===== src/shared/monitor_pkg.sv =====
// Constants and types shared by the average current pulse monitor.
package monitor_pkg;
   // Timebase: all segment lengths are counted in ticks of 0.1 s.
   localparam int CLOCK_PERIOD_NS = 5;
   localparam int TICK_TIME_NS = 100000000;
   localparam int TICK_CYCLES = TICK_TIME_NS / CLOCK_PERIOD_NS;
   localparam int DS_W = 8;
   localparam logic [DS_W-1:0] CYCLE_TIME_DS = 8'hC8;
   localparam logic [DS_W-1:0] START_TIME_DS = 8'h0A;
   localparam logic [DS_W-1:0] INVALID_HIGH_DS = 8'h23;
   localparam logic [DS_W-1:0] INVALID_LOW_DS = 8'hA5;
   localparam logic [DS_W-1:0] CUR_MIN_DS = 8'h05;
   localparam logic [DS_W-1:0] CUR_MAX_DS = 8'h5A;
   localparam logic [DS_W-1:0] CUR_SCALE_DS = 8'h32;
   localparam logic [DS_W-1:0] MAINT_MIN_DS = 8'h14;
   localparam logic [DS_W-1:0] MAINT_MAX_DS = 8'h5A;
   localparam logic [DS_W-1:0] WINDOW_MIN_DS = 8'h01;
   localparam logic [DS_W-1:0] WINDOW_MAX_DS = 8'h0A;
   localparam logic [DS_W-1:0] WINDOW_DEFAULT_DS = 8'h0A;
   localparam logic [DS_W-1:0] MASK_MAX_DS = 8'hC8;
   localparam logic [DS_W-1:0] MASK_DEFAULT_DS = 8'h00;
   // Energization count is in units of 100 h.
   localparam int HOUR_W = 14;
   localparam logic [HOUR_W-1:0] MAINT_LOW_COUNT = 14'h00A0;
   localparam logic [HOUR_W-1:0] MAINT_HIGH_COUNT = 14'h02D0;
   localparam int MAINT_SLOPE_SHIFT = 3;
   // Output function codes.
   localparam int FUNC_W = 8;
   localparam logic [FUNC_W-1:0] FUNC_TRUE = 8'h5D;
   localparam logic [FUNC_W-1:0] FUNC_INVERTED = 8'hC1;
   // Current and reference widths in whole amperes.
   localparam int AMP_W = 10;
   localparam int REF_W = 9;
   typedef enum logic [2:0] {IDLE, MASK, START, CUR_LOW, MAINT_HIGH, END_LOW, BAD_HIGH, BAD_LOW} state_type;
endpackage


===== src/logic/avg_current_pulse_monitor.sv =====
// Pulse-coded monitor of average output current and energization time.
// Notes on behaviour
// - The output repeats a 20 s pulse cycle for as long as constant speed lasts.
// - The averaging window is 0.1 to 1.0 s, default 1 s, and bounds sampling within the start pulse.
// - Current is averaged only while the 1 s start pulse is high.
// - A mask of 0 to 20 s, default 0, delays data collection after constant speed is reached.
// - The reference current of 0 to 500 A is the 100 percent point of the current code.
// - The current pulse lasts the average current times 5 s divided by the reference.
// - The current pulse is clamped to 0.5 s below 10 percent and to 9 s above 180 percent.
// - The current interval is driven low and is followed at once by the maintenance interval driven high.
// - The maintenance pulse lies in 2 to 9 s, 2 s below 16000 h and 9 s above 72000 h.
// - During acceleration or deceleration neither the mask runs nor current is sampled.
// - A speed change during the start pulse discards the data, holds high 3.5 s and then low 16.5 s.
// - After a completed start pulse the cycle is finished even if the speed keeps changing.
// - Function code 93 gives true polarity, 193 inverted, and remote slot seven refuses both.
// - Window, mask and reference settings are taken live while the drive runs.
// - The energization count is in units of 100 h.
module avg_current_pulse_monitor
#(
   parameter int TICK_CYCLES = monitor_pkg::TICK_CYCLES
)
(
   // Clock and reset.
   input wire logic clock,
   input wire logic rst_n,
   // Drive status and measurement.
   input wire logic constant_speed,
   input wire logic [monitor_pkg::AMP_W-1:0] output_current,
   // Settings.
   input wire logic [monitor_pkg::DS_W-1:0] averaging_window,
   input wire logic [monitor_pkg::DS_W-1:0] mask_interval,
   input wire logic [monitor_pkg::REF_W-1:0] reference_current_setting,
   input wire logic [monitor_pkg::HOUR_W-1:0] energization_hour_count,
   input wire logic [monitor_pkg::FUNC_W-1:0] output_function,
   input wire logic [monitor_pkg::FUNC_W-1:0] remote_slot_seven_function,
   // Outputs.
   output logic avg_current_pulse_out,
   output logic open_collector_output,
   output logic remote_slot_seven_reject
);
   localparam int SUM_W = monitor_pkg::AMP_W + 4;
   localparam int NUM_W = SUM_W + monitor_pkg::DS_W;
   localparam int DEN_W = monitor_pkg::REF_W + 4;

   logic rst_meta_n;
   logic rst_sync_n;
   logic const_s;
   logic tick;

   always_ff @(posedge clock or negedge rst_n)
   begin
      if (!rst_n)
      begin
         rst_meta_n <= 1'b0;
         rst_sync_n <= 1'b0;
      end
      else
      begin
         rst_meta_n <= 1'b1;
         rst_sync_n <= rst_meta_n;
      end
   end

   level_sync speed_sync
   (
      .clock(clock),
      .rst_n(rst_sync_n),
      .async_in(constant_speed),
      .level(const_s)
   );

   tick_divider #(.COUNT(TICK_CYCLES)) timebase
   (
      .clock(clock),
      .rst_n(rst_sync_n),
      .tick(tick)
   );

   // Window and mask settings are clamped to their legal ranges so a stray value cannot stall the sequence.
   logic [monitor_pkg::DS_W-1:0] window;
   logic [monitor_pkg::DS_W-1:0] mask;
   always_comb
   begin
      window = averaging_window;
      if (window < monitor_pkg::WINDOW_MIN_DS)
      begin
         window = monitor_pkg::WINDOW_MIN_DS;
      end
      if (window > monitor_pkg::WINDOW_MAX_DS)
      begin
         window = monitor_pkg::WINDOW_MAX_DS;
      end
      mask = mask_interval;
      if (mask > monitor_pkg::MASK_MAX_DS)
      begin
         mask = monitor_pkg::MASK_MAX_DS;
      end
   end

   logic [SUM_W-1:0] sum;
   logic [3:0] samples;
   logic [NUM_W-1:0] numerator;
   logic [DEN_W-1:0] denominator;
   logic [NUM_W-1:0] quotient;
   logic [monitor_pkg::DS_W-1:0] cur_ticks;
   always_comb
   begin
      // Scaling by 5 s is folded into the dividend so one divider serves both the mean and the ratio.
      numerator = NUM_W'(sum * monitor_pkg::CUR_SCALE_DS);
      denominator = DEN_W'(samples * reference_current_setting);
      quotient = '1;
      if (denominator != '0)
      begin
         quotient = numerator / NUM_W'(denominator);
      end
      if (quotient < NUM_W'(monitor_pkg::CUR_MIN_DS))
      begin
         cur_ticks = monitor_pkg::CUR_MIN_DS;
      end
      else if (quotient > NUM_W'(monitor_pkg::CUR_MAX_DS))
      begin
         cur_ticks = monitor_pkg::CUR_MAX_DS;
      end
      else
      begin
         cur_ticks = quotient[monitor_pkg::DS_W-1:0];
      end
   end

   logic [monitor_pkg::HOUR_W-1:0] hour_offset;
   logic [monitor_pkg::DS_W-1:0] maint_ticks;
   always_comb
   begin
      hour_offset = monitor_pkg::HOUR_W'(energization_hour_count - monitor_pkg::MAINT_LOW_COUNT);
      if (energization_hour_count < monitor_pkg::MAINT_LOW_COUNT)
      begin
         maint_ticks = monitor_pkg::MAINT_MIN_DS;
      end
      else if (energization_hour_count > monitor_pkg::MAINT_HIGH_COUNT)
      begin
         maint_ticks = monitor_pkg::MAINT_MAX_DS;
      end
      else
      begin
         maint_ticks = monitor_pkg::DS_W'(monitor_pkg::MAINT_MIN_DS + (hour_offset >> monitor_pkg::MAINT_SLOPE_SHIFT));
      end
   end

   monitor_pkg::state_type state;
   monitor_pkg::state_type next_state;
   logic [monitor_pkg::DS_W-1:0] phase;
   logic [monitor_pkg::DS_W-1:0] next_phase;
   logic [monitor_pkg::DS_W-1:0] cycle;
   logic [monitor_pkg::DS_W-1:0] next_cycle;
   logic [SUM_W-1:0] next_sum;
   logic [3:0] next_samples;
   logic level;
   logic next_level;
   logic sampling;
   logic [monitor_pkg::DS_W-1:0] phase_inc;

   always_comb
   begin
      next_state = state;
      next_phase = phase;
      next_cycle = cycle;
      next_sum = sum;
      next_samples = samples;
      sampling = 1'b0;
      phase_inc = monitor_pkg::DS_W'(phase + 1'b1);
      if (tick)
      begin
         next_cycle = monitor_pkg::DS_W'(cycle + 1'b1);
      end
      case (state)
         monitor_pkg::IDLE:
         begin
            next_phase = '0;
            if (const_s)
            begin
               next_state = (mask == '0) ? monitor_pkg::START : monitor_pkg::MASK;
               next_cycle = '0;
               next_sum = '0;
               next_samples = '0;
            end
         end
         monitor_pkg::MASK:
         begin
            next_cycle = '0;
            if (!const_s)
            begin
               next_state = monitor_pkg::IDLE;
            end
            else if (tick)
            begin
               next_phase = phase_inc;
               if (phase_inc >= mask)
               begin
                  next_state = monitor_pkg::START;
                  next_phase = '0;
               end
            end
         end
         monitor_pkg::START:
         begin
            if (!const_s)
            begin
               next_state = monitor_pkg::BAD_HIGH;
            end
            else if (tick)
            begin
               sampling = (phase < window);
               if (sampling)
               begin
                  next_sum = SUM_W'(sum + output_current);
                  next_samples = 4'(samples + 1'b1);
               end
               next_phase = phase_inc;
               if (phase_inc >= monitor_pkg::START_TIME_DS)
               begin
                  next_state = monitor_pkg::CUR_LOW;
                  next_phase = '0;
               end
            end
         end
         monitor_pkg::CUR_LOW:
         begin
            if (tick)
            begin
               next_phase = phase_inc;
               if (phase_inc >= cur_ticks)
               begin
                  next_state = monitor_pkg::MAINT_HIGH;
                  next_phase = '0;
               end
            end
         end
         monitor_pkg::MAINT_HIGH:
         begin
            if (tick)
            begin
               next_phase = phase_inc;
               if (phase_inc >= maint_ticks)
               begin
                  next_state = monitor_pkg::END_LOW;
                  next_phase = '0;
               end
            end
         end
         monitor_pkg::END_LOW:
         begin
            if (tick && next_cycle >= monitor_pkg::CYCLE_TIME_DS)
            begin
               next_state = const_s ? monitor_pkg::START : monitor_pkg::IDLE;
               next_cycle = '0;
               next_phase = '0;
               next_sum = '0;
               next_samples = '0;
            end
         end
         monitor_pkg::BAD_HIGH:
         begin
            if (tick)
            begin
               next_phase = phase_inc;
               if (phase_inc >= monitor_pkg::INVALID_HIGH_DS)
               begin
                  next_state = monitor_pkg::BAD_LOW;
                  next_phase = '0;
               end
            end
         end
         monitor_pkg::BAD_LOW:
         begin
            if (tick)
            begin
               next_phase = phase_inc;
               if (phase_inc >= monitor_pkg::INVALID_LOW_DS)
               begin
                  next_state = const_s ? monitor_pkg::START : monitor_pkg::IDLE;
                  next_phase = '0;
                  next_cycle = '0;
                  next_sum = '0;
                  next_samples = '0;
               end
            end
         end
         default:
         begin
            next_state = monitor_pkg::IDLE;
         end
      endcase
      next_level = (next_state == monitor_pkg::START) || (next_state == monitor_pkg::MAINT_HIGH)
         || (next_state == monitor_pkg::BAD_HIGH);
   end

   always_ff @(posedge clock or negedge rst_sync_n)
   begin
      if (!rst_sync_n)
      begin
         state <= monitor_pkg::IDLE;
         phase <= '0;
         cycle <= '0;
         sum <= '0;
         samples <= '0;
         level <= 1'b0;
      end
      else
      begin
         state <= next_state;
         phase <= next_phase;
         cycle <= next_cycle;
         sum <= next_sum;
         samples <= next_samples;
         level <= next_level;
      end
   end

   logic next_oc;
   logic next_reject;
   always_comb
   begin
      next_oc = 1'b0;
      if (output_function == monitor_pkg::FUNC_TRUE)
      begin
         next_oc = level;
      end
      else if (output_function == monitor_pkg::FUNC_INVERTED)
      begin
         next_oc = !level;
      end
      next_reject = (remote_slot_seven_function == monitor_pkg::FUNC_TRUE)
         || (remote_slot_seven_function == monitor_pkg::FUNC_INVERTED);
   end

   always_ff @(posedge clock or negedge rst_sync_n)
   begin
      if (!rst_sync_n)
      begin
         avg_current_pulse_out <= 1'b0;
         open_collector_output <= 1'b0;
         remote_slot_seven_reject <= 1'b0;
      end
      else
      begin
         avg_current_pulse_out <= level;
         open_collector_output <= next_oc;
         remote_slot_seven_reject <= next_reject;
      end
   end
endmodule


===== src/logic/level_sync.sv =====
// Three-stage synchroniser that passes a change once the last two stages agree.
module level_sync
(
   // Clock and reset.
   input wire logic clock,
   input wire logic rst_n,
   // Asynchronous level in, clean level out.
   input wire logic async_in,
   output logic level
);
   logic stage1;
   logic stage2;
   logic stage3;
   logic next_level;

   always_comb
   begin
      next_level = level;
      if (stage2 == stage3)
      begin
         next_level = stage3;
      end
   end

   always_ff @(posedge clock or negedge rst_n)
   begin
      if (!rst_n)
      begin
         stage1 <= 1'b0;
         stage2 <= 1'b0;
         stage3 <= 1'b0;
         level <= 1'b0;
      end
      else
      begin
         stage1 <= async_in;
         stage2 <= stage1;
         stage3 <= stage2;
         level <= next_level;
      end
   end
endmodule


===== src/logic/tick_divider.sv =====
// Divider that emits a one-cycle tick every COUNT clock cycles.
module tick_divider
#(
   parameter int COUNT = monitor_pkg::TICK_CYCLES
)
(
   // Clock and reset.
   input wire logic clock,
   input wire logic rst_n,
   // One-cycle pulse.
   output logic tick
);
   localparam int CW = $clog2(COUNT + 1);
   localparam logic [CW-1:0] LAST = CW'(COUNT - 1);
   logic [CW-1:0] count;
   logic [CW-1:0] next_count;
   logic next_tick;

   always_comb
   begin
      next_tick = (count == LAST);
      next_count = next_tick ? '0 : CW'(count + 1'b1);
   end

   always_ff @(posedge clock or negedge rst_n)
   begin
      if (!rst_n)
      begin
         count <= '0;
         tick <= 1'b0;
      end
      else
      begin
         count <= next_count;
         tick <= next_tick;
      end
   end
endmodule


===== config.mk =====
export PLATFORM = sky130hd
export DESIGN_NAME = avg_current_pulse_monitor
export DESIGN_NICKNAME = d
export VERILOG_FILES = /design/src/shared/monitor_pkg.sv /design/src/logic/avg_current_pulse_monitor.sv /design/src/logic/level_sync.sv /design/src/logic/tick_divider.sv
export SDC_FILE = /design/constraint.sdc
export NUM_CORES = 1
export LEC_CHECK = 0
export BUFFER_PORTS_ARGS = -buffer_cell sky130_fd_sc_hd__buf_2
export CAP_MARGIN = 20
export CORE_MARGIN = 2
export CORE_UTILIZATION = 50
export DETAILED_ROUTE_END_ITERATION = 8
export GPL_TIMING_DRIVEN = 0
export PLACE_DENSITY_LB_ADDON = 0.05
export SKIP_CTS_REPAIR_TIMING = 1
export SLEW_MARGIN = 10
export SYNTH_ARGS = -nofsm -noshare
export SYNTH_HDL_FRONTEND = slang
export SYNTH_SLANG_ARGS = --single-unit

===== constraint.sdc =====
create_clock -name clock -period 2.95 [get_ports clock]
set_input_delay 0.295 -clock clock [delete_from_list [all_inputs] [get_ports clock]]
set_output_delay 0.295 -clock clock [all_outputs]
set_load 0.03 [all_outputs]

==> metrics <==
die area 0.0394 mm^2; Max FO, Critical Path 8; Final nets 3259; CTS Sinks 73; Remaining DRCs 0; Initial Utilization 0.504; Seq/Total Area, Yosys 0.0967; maxcap violations 0; outcome finished with violations; most used cell, CP o21a_1; final-report hold violation count 0; pre-CTS WS -52.83 ns; worst slew pin tran 1.36 ns; drt total wl 59000 um; crit start category flip-flop; gr ovfl total 0; Worst path slowest cell or4_4; routed vias around 20000; f_max 0.0195 GHz; Setup TNS -576.65 ns; design area 0.0254 mm^2; area of the multi-input gates 0.0188 mm^2; Setup violations, final 26; register area between 0.0015 and 0.002 mm^2; pin count of the biggest net entering global routing 37; Slew Limit Headroom 0.0909; Post-DP HPWL ~44000 um; Synth Register Bits 73; unrepaired setup endpoints after global routing yes; Synth Instances approximately 2500; EDFF count, synth 0; Final Cycle Share 17.3; Final ANT Viol Nets 0; WP data required about 3.2 ns; CTS clk-pin slew, worst paths 0.06 ns; CP endpoint kind flip-flop; placed cell area 0.0212 mm^2; CP Buf/Inv Count 24; Die Wd 198 um; wire per inst 17.5 um; fill cell count 3185; CP arrival 51.45 ns; Clock Tree Buf Depth 2; Crit path max-delay family compound AO/OA/AOI/OAI gates; share of layout cells above drive strength 1 0.294; post-layout min period around 51 ns; initial drt markers 1056; worst skew pair latency between 0.3 and 0.4 ns; 1st-pass router iterations 5; kind of critical path reg2reg; Die Span Y a little under 200 um; IO Pins between 70 and 80; Max Slew Vio Count 0; Core ar. ~0.037 mm^2; Total GRT Usage 0.273; total CTS buffers 9; async set-reset flop share out of synthesis 1.00; fin util 0.678; Via density 6.01; top_reg_cell synth dfrtp_1; first-pass GRT wire length about 90000 um; Synthesis Warnings 0; Hold Path Class in2reg; vias in the first global route roughly 18000; CP peak stage delay 0.57 ns; CTS tree built; number of cell rows 71; setup ws final -48.23 ns; Clock Skew slightly above 0.01 ns; synthesis-to-layout area growth 34.5%; GP Congestion 0.937; Root Driver clkbuf_16; initial antenna violation count 2; Mapped Area 0.0189 mm^2; Port Buffers 68; failing checks setup timing; Avg Inst Size Synth 7.60 um^2; library cells used by synthesis 116; CTS H-tree depth 3
-- synthesized netlist by cell type (all sizes together), types with 12 or more instances --
| cell type | count | share of area |
|---|---|---|
| mux2i | 12 | 0.0070 |
| xor2 | 67 | 0.031 |
| nand2b | 42 | 0.014 |
| nor3 | 105 | 0.029 |
| and4 | 12 | 0.0056 |
| clkbuf | 41 | 0.0081 |
| dfrtp | 73 | 0.097 |
| a21boi | 12 | 0.0048 |
| a211oi | 23 | 0.0099 |
| and2 | 40 | 0.013 |
| nand4 | 26 | 0.0089 |
| xnor2 | 96 | 0.044 |
| inv | 152 | 0.030 |
| or3 | 26 | 0.0086 |
| o31ai | 47 | 0.019 |
| a21oi | 152 | 0.041 |
| fa | 24 | 0.025 |
| o21ai | 147 | 0.040 |
| mux2 | 51 | 0.031 |
| nor4 | 16 | 0.0060 |
| a22o | 20 | 0.0093 |
| nor2 | 244 | 0.049 |
| nor2b | 43 | 0.014 |
| and3 | 24 | 0.0079 |
| o21a | 83 | 0.033 |
| a31oi | 18 | 0.0060 |
| nand2 | 210 | 0.042 |
| a21o | 56 | 0.022 |
| or2 | 19 | 0.0063 |
| o211ai | 21 | 0.0094 |
| ha | 321 | 0.21 |
| nand3 | 51 | 0.014 |
| buf | 18 | 0.0053 |
| o21bai | 12 | 0.0048 |
-- flip-flops by register name (all words and copies together) (netlist names), 3 cells and up --
name            flops
timebase.count     25
cycle               8
state               3
sum                14
samples             4
phase               8
-- worst register-to-register path, delay by kind of cell, from the launching register on --
kind	cells	cell delay [ns]
buffers and inverters	24	3.17
flip-flops	1	0.45
AO/OA/AOI/OAI	137	26.13
AND/OR/NAND/NOR	81	14.06
multiplexers	3	0.95
adder cells (fa/ha/maj)	24	6.32
-- logic make-up (layout without fill, tap and decap cells) --
| logic type | Yosys count | after routing | synth area share |
|---|---|---|---|
| other | 2 | 9 | 0.000397 |
| buffers and inverters | 211 | 568 | 0.0436 |
| AND/OR/NAND/NOR | 888 | 888 | 0.233 |
| adder cells (fa/ha/maj) | 348 | 348 | 0.240 |
| flip-flops | 73 | 73 | 0.0967 |
| multiplexers | 63 | 63 | 0.0376 |
| XOR/XNOR | 163 | 163 | 0.0755 |
| AO/OA/AOI/OAI | 740 | 740 | 0.274 |
-- per-layer routing --
layer	vias up	global-route usage	wire length [um]
met1	9705	0.373	26600
met2	469	0.474	28400
met3	98	0.0197	2680
met5	-	0	13
li1	9942	-	-
met4	2	0.0542	1220
-- stage by stage --
stage / cells / hold WS, ns
detailed placement: 3079 / 0.0819
global route: 3362 / 0.0459
global placement: 3073 / 0.0790
finish: 3363 / 0.0518
CTS: 3095 / -0.290
floorplan: 2494 / -0.000591
-- cell usage in the layout (no fill, tap or decap), types with 87 or more instances in the layout --
cell type  count
a21oi_1      101
xnor2_1       87
nor2_1       208
buf_4        254
nand2_1      188
o21ai_0       96
nor3_1        88
inv_1        145
ha_1         272
-- final timing paths --
path | end | from | slack (ns) | depth (start not counted)
max | phase[2]$_DFFE_PN0P_ | samples[1]$_DFFE_PN0P_ | -48.23 | 269
min | speed_sync.stage1$_DFF_PN0_ | constant_speed | 0.05 | 1
max reg2reg | phase[2]$_DFFE_PN0P_ | samples[1]$_DFFE_PN0P_ | -48.23 | 269
min reg2reg | sum[10]$_DFFE_PN0P_ | rst_sync_n$_DFF_PN0_ | 0.29 | 0
max in group asynchronous | phase[4]$_DFFE_PN0P_ | rst_sync_n$_DFF_PN0_ | 2.08 | 1
min in group asynchronous | rst_sync_n$_DFF_PN0_ | rst_n | 0.26 | 2
-- area by class of cell --
type,instances,share of cell area
sequential,73,0.0723
buffer,55,0.0219
multi-input combinational,2210,0.740
clock buffer,11,0.00955
clock inverter,5,0.00246
antenna,1,0.0000985
timing repair buffer,345,0.106
tap,511,0.0252
inverter,152,0.0230
Power is not shown: default switching activity piles up to over one toggle a cycle in this logic, so the estimate is an artifact.
